<file path="config.mk">
export PLATFORM = sky130hd
export DESIGN_NAME = address_mark_detector
export DESIGN_NICKNAME = d
export VERILOG_FILES = /design/src/address_mark_detector.v
export VERILOG_INCLUDE_DIRS = /design/src /design/src/include
export SDC_FILE = /design/constraint.sdc
export NUM_CORES = 1
export LEC_CHECK = 0
export BUFFER_PORTS_ARGS = -buffer_cell sky130_fd_sc_hd__buf_4
export CAP_MARGIN = 20
export CELL_PAD_IN_SITES_DETAIL_PLACEMENT = 1
export CELL_PAD_IN_SITES_GLOBAL_PLACEMENT = 1
export CORE_UTILIZATION = 45
export CTS_CLUSTER_SIZE = 12
export DETAILED_ROUTE_END_ITERATION = 12
export GPL_TIMING_DRIVEN = 0
export PLACE_DENSITY_LB_ADDON = 0.1
export SYNTH_ARGS = -nofsm -noshare
export SYNTH_HDL_FRONTEND = slang
export SYNTH_SLANG_ARGS = --single-unit
</file>
<file path="constraint.sdc">
create_clock -name CLK_I -period 2.93 [get_ports CLK_I]
set_clock_uncertainty 0.15 [all_clocks]
set_input_delay 0.293 -clock CLK_I [delete_from_list [all_inputs] [get_ports CLK_I]]
set_output_delay 0.293 -clock CLK_I [all_outputs]
set_load 0.01 [all_outputs]
</file>
<file path="src/include/mark_detector_map.vh">
`ifndef MARK_DETECTOR_MAP_VH
`define MARK_DETECTOR_MAP_VH
`define AMD_DATA_PATTERN   8'hA1
`define AMD_CLOCK_PATTERN  8'h0A
`define AMD_SHIFT_WIDTH    8
`define AMD_DELAY_BITS     8
`endif

</file>
<file path="src/address_mark_detector.v">
// Behaviour
// - With search enable low, no shifting happens and all detect and data outputs stay inactive.
// - With search enable high, data and clock bits are shifted into the shift registers.
// - Each data bit is shifted into the data register on the falling read clock edge.
// - Each clock bit is shifted into the clock register on the falling edge of the complementary read clock.
// - The delayed data output takes the bit shifted out of the last data register stage, eight bits behind the input.
// - After each shift the sixteen register bits are compared with data A1 and clock 0A.
// - On a match the low-active detect output goes low and the high-active one goes high.
// - The detect outputs stay latched until search enable goes low.
// - After detection the data strobe toggles so the delayed data can be clocked out.
// - The data strobe stays inactive while search enable is low.
// - A rising edge on the latch trigger drives the latch output low.
// - A low latch clear returns the latch output high after the two-flop synchroniser delay.
// - Active-low test pulses mark a data A1 and a clock 0A in the registers.
`timescale 1ns/1ns
`include "mark_detector_map.vh"
module address_mark_detector #(
  parameter WIDTH = `AMD_SHIFT_WIDTH
) (
  // system
  input  wire CLK_I,
  input  wire SYS_RST_I,
  // read channel pins
  input  wire READ_CLK_I,
  input  wire READ_CLK_N_I,
  input  wire NRZ_DATA_I,
  input  wire CLOCK_BITS_I,
  input  wire SEARCH_ENABLE_I,
  // detect and data out
  output reg  MARK_FOUND_O,
  output reg  MARK_FOUND_N_O,
  output reg  DELAYED_DATA_O,
  output reg  DATA_STROBE_O,
  output reg  FIRST_BYTE_HIT_N_O,
  output reg  SECOND_BYTE_HIT_N_O,
  // uncommitted latch
  input  wire LATCH_TRIGGER_I,
  input  wire LATCH_CLEAR_N_I,
  output reg  LATCH_O
);

  // two-flop synchronisers for all read channel and latch pins; system reset is used unsynchronised
  reg [6:0] s1_q;
  reg [6:0] s2_q;
  reg [6:0] s3_q;
  always @(posedge CLK_I) begin
    s1_q <= {LATCH_CLEAR_N_I, LATCH_TRIGGER_I, SEARCH_ENABLE_I, CLOCK_BITS_I,
             NRZ_DATA_I, READ_CLK_N_I, READ_CLK_I};
    s2_q <= s1_q;
    s3_q <= s2_q;
  end

  wire rclk_fall  = s3_q[0] & ~s2_q[0];
  wire rclkn_fall = s3_q[1] & ~s2_q[1];
  wire din        = s2_q[2];
  wire cin        = s2_q[3];
  wire enable     = s2_q[4];
  wire trig_rise  = s2_q[5] & ~s3_q[5];
  wire clear_n    = s2_q[6];

  reg [WIDTH-1:0] data_sr_q;
  reg [WIDTH-1:0] clk_sr_q;
  reg             found_q;
  reg             data_shifted_q;
  reg             clk_shifted_q;
  wire data_hit = (data_sr_q == `AMD_DATA_PATTERN);
  wire clk_hit  = (clk_sr_q == `AMD_CLOCK_PATTERN);

  always @(posedge CLK_I) begin
    if (SYS_RST_I || !enable) begin
      data_sr_q           <= {WIDTH{1'b0}};
      clk_sr_q            <= {WIDTH{1'b0}};
      found_q             <= 1'b0;
      data_shifted_q      <= 1'b0;
      clk_shifted_q       <= 1'b0;
      MARK_FOUND_O        <= 1'b0;
      MARK_FOUND_N_O      <= 1'b1;
      DELAYED_DATA_O      <= 1'b0;
      DATA_STROBE_O       <= 1'b0;
      FIRST_BYTE_HIT_N_O  <= 1'b1;
      SECOND_BYTE_HIT_N_O <= 1'b1;
    end else begin
      data_shifted_q <= rclk_fall;
      clk_shifted_q  <= rclkn_fall;
      if (rclk_fall) begin
        data_sr_q <= {data_sr_q[WIDTH-2:0], din};
      end
      if (rclkn_fall) begin
        clk_sr_q <= {clk_sr_q[WIDTH-2:0], cin};
      end
      // compare one cycle after a shift, once registers settled
      if ((data_shifted_q || clk_shifted_q) && data_hit && clk_hit) begin
        found_q        <= 1'b1;
        MARK_FOUND_O   <= 1'b1;
        MARK_FOUND_N_O <= 1'b0;
      end
      FIRST_BYTE_HIT_N_O  <= ~(data_shifted_q && data_hit);
      SECOND_BYTE_HIT_N_O <= ~(clk_shifted_q && clk_hit);
      // bit leaving the last stage, so a bit reappears eight shifts later
      if (rclk_fall) begin
        DELAYED_DATA_O <= data_sr_q[WIDTH-1];
      end
      // strobe low on shift, high a cycle after data out updates
      if (rclk_fall) begin
        DATA_STROBE_O <= 1'b0;
      end else if (found_q && data_shifted_q) begin
        DATA_STROBE_O <= 1'b1;
      end
    end
  end

  // latch runs on sampled edges; clear dominates, so it acts within sync delay
  always @(posedge CLK_I) begin
    if (SYS_RST_I || !clear_n) begin
      LATCH_O <= 1'b1;
    end else if (trig_rise) begin
      LATCH_O <= 1'b0;
    end
  end

endmodule

</file>
==> flow_metrics.tcl, run 1 <==
set metrics [dict create \
    status "complete, no violations" \
    synthSimpleGateAreaFrac_pct 23.01 \
    crit_family "buffers and inverters" \
    drc 0 \
    port_buffers 15 \
    cp_max_fo 4 \
    grt_pass1_wl_mm 3.346 \
    final_max_slew_viol_count 0 \
    start_util_pct 49.56 \
    ctsResizeCount 0 \
    hold_slack_ps 186.4 \
    nNetsFinal 164 \
    synthTopCellsByArea "dfxtp_1, nand2_1, a21oi_1, nor4b_4, clkbuf_1" \
    rsz0062_at_grt "false" \
    die_width_um 55.18 \
    clk_pin_slew_ps 120 \
    ir_drop_v 0.0005073 \
    max_slew_margin_pct 68.49 \
    comb_power_share_pct 3.9 \
    synth_top_family_by_area "simple AND/OR/NAND/NOR gates" \
    drt-initial-drc-count 10 \
    track_usage_pct 16.91 \
    fillers 296 \
    core-area_mm2 0.002567 \
    arrival_ps 1670 \
    cap_violations 0 \
    crit_path_cell_trace "dlygate4sd3_1 -> buf_4 -> and2b_1 -> nand3_2 -> o32a_1" \
    worstSetupStartpointType "input port" \
    yosysUniqueCellTypes 20 \
    synth_seq_area_share_pct 66.08 \
    clock_latency_ps 350 \
    worst-slew-pin-transition_ps 472.6 \
    grt_pass1_vias 772 \
    ys_warn_count 0 \
    vias_per_cell 4.962 \
    synth_area_leader_cell "dfxtp_1" \
    cts_max_level 2 \
    cp-end-kind "register" \
    clockRootBuffer "clkbuf_4" \
    reg2regPathDepth 3 \
    fin_util_pct 61.70 \
    dp_hpwl_mm 1.546 \
    cts_buffers 5 \
    vias 918 \
    dr.pass1.iters 4 \
    wl_mm 2.253 \
    synth.ff_latch_count 42 \
    max-clock-path-buffers 2 \
    power_density_mw_per_mm2 630.6 \
    min_period_over_period_pct 53.44 \
    final_hold_viol_count 0 \
    rows 18 \
    syn_area_per_cell_um2 10.18 \
    crit_required_ps 3030 \
    criticalPathCategory "in2reg" \
    clkPwrFrac_pct 37.0 \
    antenna_found_initial 0 \
    synth_compound_area_share_pct 8.850 \
    syn_area_mm2 0.001272 \
    cp_num_buf_inv 2 \
    yosys-mux-area-fraction_pct 0 \
    synth_cells 125 \
    switching_share_pct 19.56 \
    die_h_um 55.18 \
    syn_nets 134 \
    synth_fa_ha_area_share_pct 0 \
    critPathMaxStageDelay_ps 530 \
    power_mw 0.9989 \
    setup_tns_ps 0 \
    synth_xor_area_share_pct 0 \
    antennaDiodeCount 0 \
    worstSetupPathDepth 5 \
    gr-total-overflow 0 \
    synth_top_cell_area_share_pct 66.08 \
    whs_path_depth 0 \
    min_period_ps 1566 \
    drive_gt1_share_pct 17.42 \
    gp_congestion 0.7007 \
    io_pins 16 \
    grt_max_degree 13 \
    cts_tree "done" \
    p_int_mw 0.8036 \
    die_area_mm2 0.003044 \
    critical_path.slowest_cell "dlygate4sd3_1" \
    min_path_type "reg2reg" \
    ant_nets 0 \
    area_growth_pct 24.48 \
    clkSinkCount 42 \
    switching_power_mw 0.1954 \
    setup_viol 0 \
    fmax_mhz 638.7 \
    seqPwrFrac_pct 59.1 \
    p_leak_nw 0.5717 \
    avgRoutedWirePerCell_um 12.18 \
]
-- cells in the final DEF (no fill, tap or decap), types with 2 or more instances in the layout --
master,instances
nand2b_1,3
nor2_1,4
buf_4,15
nand2_1,36
nand4_1,2
dlygate4sd3_1,8
clkbuf_4,5
nor2b_1,2
a21oi_1,18
nor4b_4,2
clkbuf_1,5
dfxtp_1,42
-- synthesized netlist by cell type (all sizes together) --
cell,n
inv,1
nand3b,1
a21oi,18
nand2,36
nor2b,2
buf,1
nand2b,3
nor3,1
o32a,1
nand3,1
nor2,4
nand4,2
clkbuf,5
o31ai,1
or2,1
nor4b,3
dfxtp,42
and2b,1
o21ai,1
-- worst paths after layout --
path                     from             end  slack [ps]
setup / recovery    SYS_RST_I  MARK_FOUND_N_O        1360
hold / removal        s1_q[2]         s2_q[2]         190
setup reg to reg  clk_sr_q[6]  MARK_FOUND_N_O        1570
hold reg to reg       s1_q[2]         s2_q[2]         190
-- layout make-up --
class                   instances  area, µm²  area share [%]
multi-input cells              76      405.4           25.59
inverters                       1      3.754          0.2370
clock buffers                   6      51.30           3.239
repair buffers                 23      192.7           12.16
plain buffers                   6      22.52           1.422
well taps                      30      37.54           2.370
clock inverters                 1      30.03           1.896
flip-flops and latches         42      840.8           53.08
-- cells by family after synthesis --
family                 Yosys count
AOI/OAI and AO/OA               21
DFF                             42
and+or+nand+nor                 55
buffers and inverters            7
-- state kept, by name, indices dropped and copies added, names as in the netlist --
signal               count
clk_sr_q                 8
data_sr_q                8
s1_q                     7
s2_q                     7
s3_q                     3
DATA_STROBE_O            1
DELAYED_DATA_O           1
FIRST_BYTE_HIT_N_O       1
LATCH_O                  1
MARK_FOUND_N_O           1
SECOND_BYTE_HIT_N_O      1
clk_shifted_q            1
data_shifted_q           1
found_q                  1
-- worst register-to-register path, delay by kind of cell, from the launching register on --
kind / cells / cell delay (ps)
simple gates: 2 / 420
flops: 1 / 360
compound gates: 1 / 350
-- per-layer routing --
metal | track usage, % | vias up | routed length (µm)
li1 | - | 468 | -
met1 | 19.39 | 422 | 1040
met2 | 25.90 | 22 | 1045
met3 | 9.016 | 6 | 128
met4 | 7.500 | 0 | 39
met5 | 0 | - | 0
-- repair_timing --
| item | in CTS | in global routing |
|---|---|---|
| hold buffers | 7 | 1 |
| buffers inserted | 0 | 0 |
| setup endpoints to repair | 0 | 0 |
| hold endpoints to repair | 7 | 1 |
-- through the flow --
step           instances  area, µm²  worst slack (ps)
5_1_grt              185       1584              1338
4_1_cts              184       1574              1539
3_5_place_dp         170       1423              1537
2_1_floorplan        125       1272              1612
6_report             185       1584              1364
3_3_place_gp         170       1423              1551
-- power by group through the flow --
stage	registers, mW	clock network [mW]	logic, mW
2_1_floorplan	0.602	0	0.0162
3_3_place_gp	0.603	0	0.0294
3_5_place_dp	0.604	0	0.0309
4_1_cts	0.591	0.381	0.0384
5_1_grt	0.592	0.404	0.0430
6_report	0.590	0.369	0.0394
(Power assumes the default switching activity.)
==> run 2: changes to the inputs <==
--- a/config.mk
+++ b/config.mk
@@ -10,7 +10,7 @@
 export CAP_MARGIN = 20
 export CELL_PAD_IN_SITES_DETAIL_PLACEMENT = 1
 export CELL_PAD_IN_SITES_GLOBAL_PLACEMENT = 1
-export CORE_UTILIZATION = 45
+export CORE_UTILIZATION = 38
 export CTS_CLUSTER_SIZE = 12
 export DETAILED_ROUTE_END_ITERATION = 12
 export GPL_TIMING_DRIVEN = 0
==> constraint.sdc (replaced) <==
create_clock -name CLK_I -period 1.3 [get_ports CLK_I]
set_clock_uncertainty 0.15 [all_clocks]
set_input_delay 0.13 -clock CLK_I [delete_from_list [all_inputs] [get_ports CLK_I]]
set_output_delay 0.13 -clock CLK_I [all_outputs]
set_load 0.01 [all_outputs]
==> flow_metrics.tcl, run 2 (synthesis results as in run 1) <==
set metrics [dict create \
    power_density_mw_per_mm2 1346 \
    dr.pass1.iters 4 \
    core-area_mm2 0.003103 \
    crit_family "simple AND/OR/NAND/NOR gates" \
    final_hold_viol_count 0 \
    comb_power_share_pct 4.0 \
    hold_slack_ps 33.36 \
    track_usage_pct 15.23 \
    clkPwrFrac_pct 36.2 \
    cp-end-kind "register" \
    vias_per_cell 4.644 \
    seqPwrFrac_pct 59.9 \
    fmax_mhz 732.6 \
    drt-initial-drc-count 22 \
    die_width_um 59.87 \
    avgRoutedWirePerCell_um 11.49 \
    critical_path.slowest_cell "dfxtp_2" \
    dpl_worst_slack_ps -126.7 \
    worstSetupStartpointType "register" \
    gp_congestion 0.7106 \
    die_h_um 59.87 \
    fin_util_pct 53.19 \
    wl_mm 2.320 \
    max_slew_margin_pct 75.31 \
    fin_ws_ps -64.97 \
    port_buffers 15 \
    clock_latency_ps 350 \
    clockRootBuffer "clkbuf_4" \
    cts_tree "done" \
    criticalPathCategory "reg2reg" \
    placed_area_mm2 0.001441 \
    clkSinkCount 42 \
    dp_hpwl_mm 1.555 \
    cts_buffers 5 \
    setup_viol 1 \
    min_period_over_period_pct 105.0 \
    vias 938 \
    rows 20 \
    final_common_cell "nand2_1" \
    fillers 368 \
    ir_drop_v 0.0006072 \
    mostFrequentLayoutCells "nand2_1, dfxtp_1, a21oi_1, buf_4" \
    status "finished, violations left" \
    ant_nets 0 \
    failed_checks "negative setup slack" \
    final_cell_area_mm2 0.001650 \
    start_util_pct 41.01 \
    setup_tns_ps -64.97 \
    drc 0 \
    rsz0062_at_grt "true" \
    fin_cells 202 \
    gr-total-overflow 0 \
    cp_max_fo 3 \
    power_mw 2.222 \
    grt_pass1_wl_mm 3.898 \
    cp_num_buf_inv 0 \
    nNetsFinal 166 \
    drive_gt1_share_pct 27.85 \
    arrival_ps 1470 \
    crit_path_cell_trace "nor4b_4 -> nand3_2 -> o32a_1" \
    grt_pass1_vias 921 \
    top_regs "clk_sr_q: 8 flops, data_sr_q: 8 flops" \
    grt_max_degree 14 \
    die_area_mm2 0.003584 \
    crit_required_ps 1410 \
    min_period_ps 1365 \
    switching_power_mw 0.4598 \
    cts_max_level 2 \
    final_max_slew_viol_count 0 \
    placedCellCount 184 \
    area_growth_pct 29.70 \
    antenna_found_initial 0 \
    worst-slew-pin-transition_ps 370.4 \
    p_leak_nw 0.6101 \
    io_pins 16 \
    switching_share_pct 20.69 \
    min_path_type "in2reg" \
    p_int_mw 1.762 \
    cap_violations 0 \
    antennaDiodeCount 0 \
    critPathMaxStageDelay_ps 360 \
    clk_pin_slew_ps 130 \
    max-clock-path-buffers 2 \
]
==> run 2: changes by cell type in the layout (fill, tap and decap cells not counted), moves of 2 or more <==
cell	previous run	this run
buf_4	15	18
clkbuf_1	5	0
clkbuf_2	0	4
clkinv_2	0	2
dfxtp_1	42	34
dfxtp_2	0	8
==> run 2: final cells by class <==
type	instances	area, µm²	area share (%)
Clock buffer	5	37.54	2.274
Clock inverter	3	40.04	2.426
Buffer	4	20.02	1.213
Sequential cell	42	850.8	51.55
Multi-Input combinational cell	76	416.7	25.25
Tap cell	44	55.05	3.336
Timing Repair Buffer	27	226.5	13.72
Inverter	1	3.754	0.2274
==> run 2: worst reg2reg max path: stages (launching register included) <==
cell and delay [ps]:
dfxtp_2 360, nor4b_4 320, nand3_2 120, o32a_1 330
==> run 2: per-layer routing <==
metal,track usage [%],wire length (µm)
met5,0,0
met4,7.973,54
met3,6.494,111
met2,25.08,1118
met1,16.55,1036
==> run 2: worst paths after layout <==
check | start | to | slack, ps | cells past startpoint
max reg2reg | clk_sr_q[5] | MARK_FOUND_N_O | -60 | 3
min | SYS_RST_I | MARK_FOUND_N_O | 30 | 3
min reg2reg | s1_q[3] | s2_q[3] | 190 | 0
max | clk_sr_q[5] | MARK_FOUND_N_O | -60 | 3
==> run 2: timing repair <==
action | in CTS | in global routing
hold buffers | 8 | 0
endpoints found under the setup margin | 4 | 22
buffers inserted | 3 | 1
hold endpoints to repair | 8 | 0
resized for setup | 5 | 12
pin swaps | 6 | 4
==> run 2: power groups by stage <==
stage / clock (mW) / sequential [mW] / combinational (mW)
after global placement: 0 / 1.36 / 0.0666
final: 0.804 / 1.33 / 0.0881
after CTS: 0.842 / 1.33 / 0.0879
after detailed placement: 0 / 1.36 / 0.0694
after floorplan: 0 / 1.36 / 0.0364
after global routing: 0.897 / 1.33 / 0.0971
==> run 3: changes to the inputs <==
--- a/config.mk
+++ b/config.mk
@@ -6,6 +6,7 @@
 export SDC_FILE = /design/constraint.sdc
 export NUM_CORES = 1
 export LEC_CHECK = 0
+export ABC_CLOCK_PERIOD_IN_PS = 1300
 export BUFFER_PORTS_ARGS = -buffer_cell sky130_fd_sc_hd__buf_4
 export CAP_MARGIN = 20
 export CELL_PAD_IN_SITES_DETAIL_PLACEMENT = 1
@@ -15,6 +16,8 @@
 export DETAILED_ROUTE_END_ITERATION = 12
 export GPL_TIMING_DRIVEN = 0
 export PLACE_DENSITY_LB_ADDON = 0.1
+export RECOVER_POWER = 50
+export SKIP_LAST_GASP = 1
 export SYNTH_ARGS = -nofsm -noshare
 export SYNTH_HDL_FRONTEND = slang
 export SYNTH_SLANG_ARGS = --single-unit
==> flow_metrics.tcl, run 3 (synthesis results as in run 1) <==
set metrics [dict create \
    status "finished, violations left" \
    failed_checks "negative setup slack" \
    vias_per_cell 4.658 \
    worst-slew-pin-transition_ps 368.2 \
    reg2reg_slack_ps -60 \
    clkSinkCount 42 \
    clk_pin_slew_ps 130 \
    cts_max_level 2 \
    seqPwrFrac_pct 59.8 \
    core-area_mm2 0.003103 \
    cts_buffers 5 \
    grt_max_degree 14 \
    critPathMaxStageDelay_ps 360 \
    max-clock-path-buffers 2 \
    arrival_ps 1470 \
    min_period_over_period_pct 104.9 \
    ant_nets 0 \
    cp_max_fo 3 \
    critical_path.slowest_cell "dfxtp_2" \
    criticalPathCategory "reg2reg" \
    startpoint "clk_sr_q[5]" \
    gr-total-overflow 0 \
    antennaDiodeCount 0 \
    start_util_pct 41.01 \
    crit_path_cell_trace "nor4b_4 -> nand3_2 -> o32a_1" \
    switching_power_mw 0.4611 \
    drt-initial-drc-count 18 \
    worstSetupEndpoint "MARK_FOUND_N_O" \
    p_leak_nw 0.6007 \
    vias 941 \
    min_period_ps 1364 \
    setup_viol 2 \
    clock_latency_ps 350 \
    final_max_slew_viol_count 0 \
    drc 0 \
    p_int_mw 1.761 \
    grt_pass1_wl_mm 3.898 \
    wl_mm 2.297 \
    top_regs "clk_sr_q: 8 flops, data_sr_q: 8 flops" \
    drive_gt1_share_pct 26.58 \
    nNetsFinal 166 \
    min_path_type "in2reg" \
    die_width_um 59.87 \
    clockRootBuffer "clkbuf_4" \
    dp_hpwl_mm 1.555 \
    power_density_mw_per_mm2 1356 \
    mostFrequentLayoutCells "nand2_1, dfxtp_1, a21oi_1" \
    hold_slack_ps 30.64 \
    ir_drop_v 0.0006079 \
    final_hold_viol_count 0 \
    rows 20 \
    cap_violations 0 \
    final_common_cell "nand2_1" \
    die_h_um 59.87 \
    grt_pass1_vias 921 \
    io_pins 16 \
    clkPwrFrac_pct 36.3 \
    final_cell_area_mm2 0.001639 \
    cts_tree "done" \
    placed_area_mm2 0.001441 \
    comb_power_share_pct 3.9 \
    crit_required_ps 1410 \
    die_area_mm2 0.003584 \
    gp_congestion 0.7106 \
    rr_endpoint "MARK_FOUND_N_O" \
    power_mw 2.222 \
    fin_util_pct 52.82 \
    reg2regPathDepth 3 \
    port_buffers 15 \
    antenna_found_initial 0 \
    fin_ws_ps -63.55 \
    cp-end-kind "register" \
    fmax_mhz 733.4 \
    rsz0062_at_grt "true" \
    dr.pass1.iters 4 \
    area_growth_pct 28.81 \
    max_slew_margin_pct 75.45 \
    fillers 371 \
    switching_share_pct 20.75 \
    avgRoutedWirePerCell_um 11.37 \
    track_usage_pct 15.23 \
    reg2reg_from "clk_sr_q[5]" \
    worstSetupStartpointType "register" \
]
==> run 3: cell count changes in the layout (fill, tap and decap cells not counted), sizes merged <==
cell / delta
buf: -9
clkbuf: +9
==> run 3: power groups by stage <==
stage                     Clock, mW  Sequential (mW)  Combinational [mW]
final                         0.806             1.33              0.0862
after global routing          0.897             1.33              0.0957
after CTS                     0.842             1.33              0.0879
after detailed placement          0             1.36              0.0694
after global placement            0             1.36              0.0666
after floorplan                   0             1.36              0.0364
==> run 3: area by class of cell <==
| class | instances | area [µm²] | area share (%) |
|---|---|---|---|
| Clock buffer | 5 | 37.54 | 2.290 |
| Multi-Input combinational cell | 76 | 416.7 | 25.42 |
| Buffer | 4 | 20.02 | 1.221 |
| Sequential cell | 42 | 850.8 | 51.91 |
| Tap cell | 44 | 55.05 | 3.359 |
| Inverter | 1 | 3.754 | 0.2290 |
| Clock inverter | 3 | 40.04 | 2.443 |
| Timing Repair Buffer | 27 | 215.2 | 13.13 |
==> run 3: metrics by stage <==
stage,TNS (ps),setup slack [ps],cells
after floorplan,0,3.472,125
after global placement,-189.3,-106.4,184
after detailed placement,-228.0,-126.7,184
after CTS,-82.16,-69.08,202
after global routing,-320.8,-149.4,202
final,-66.80,-63.55,202
==> run 3: worst min path at each step <==
stage                endpoint         start  cells after the start
2_1_floorplan         s1_q[0]    READ_CLK_I                      0
3_3_place_gp          s1_q[1]  READ_CLK_N_I                      1
3_5_place_dp          s1_q[3]  CLOCK_BITS_I                      1
4_1_cts        MARK_FOUND_N_O     SYS_RST_I                      3
5_1_grt        MARK_FOUND_N_O     SYS_RST_I                      3
6_report       MARK_FOUND_N_O     SYS_RST_I                      3
==> run 3: what timing repair did <==
action	CTS	global route
gates cloned	0	0
endpoints found under the setup margin	4	22
hold endpoints to repair	8	0
resized for setup	5	11
pin swaps	6	3
setup buffers	3	1
hold buffers	8	0
==> run 3: worst max-delay path: cells and delay by family (launching register included) <==
kind | cells | cell delay (ps)
simple gates | 2 | 440
compound gates | 1 | 330
flops | 1 | 360
==> run 3: layer usage <==
layer / track usage, % / up-vias / share of wire (%)
met5: 0 / - / 0
li1: - / 473 / -
met4: 7.973 / 0 / 2.1
met1: 16.55 / 448 / 45
met2: 25.08 / 14 / 48
met3: 6.494 / 6 / 4.8
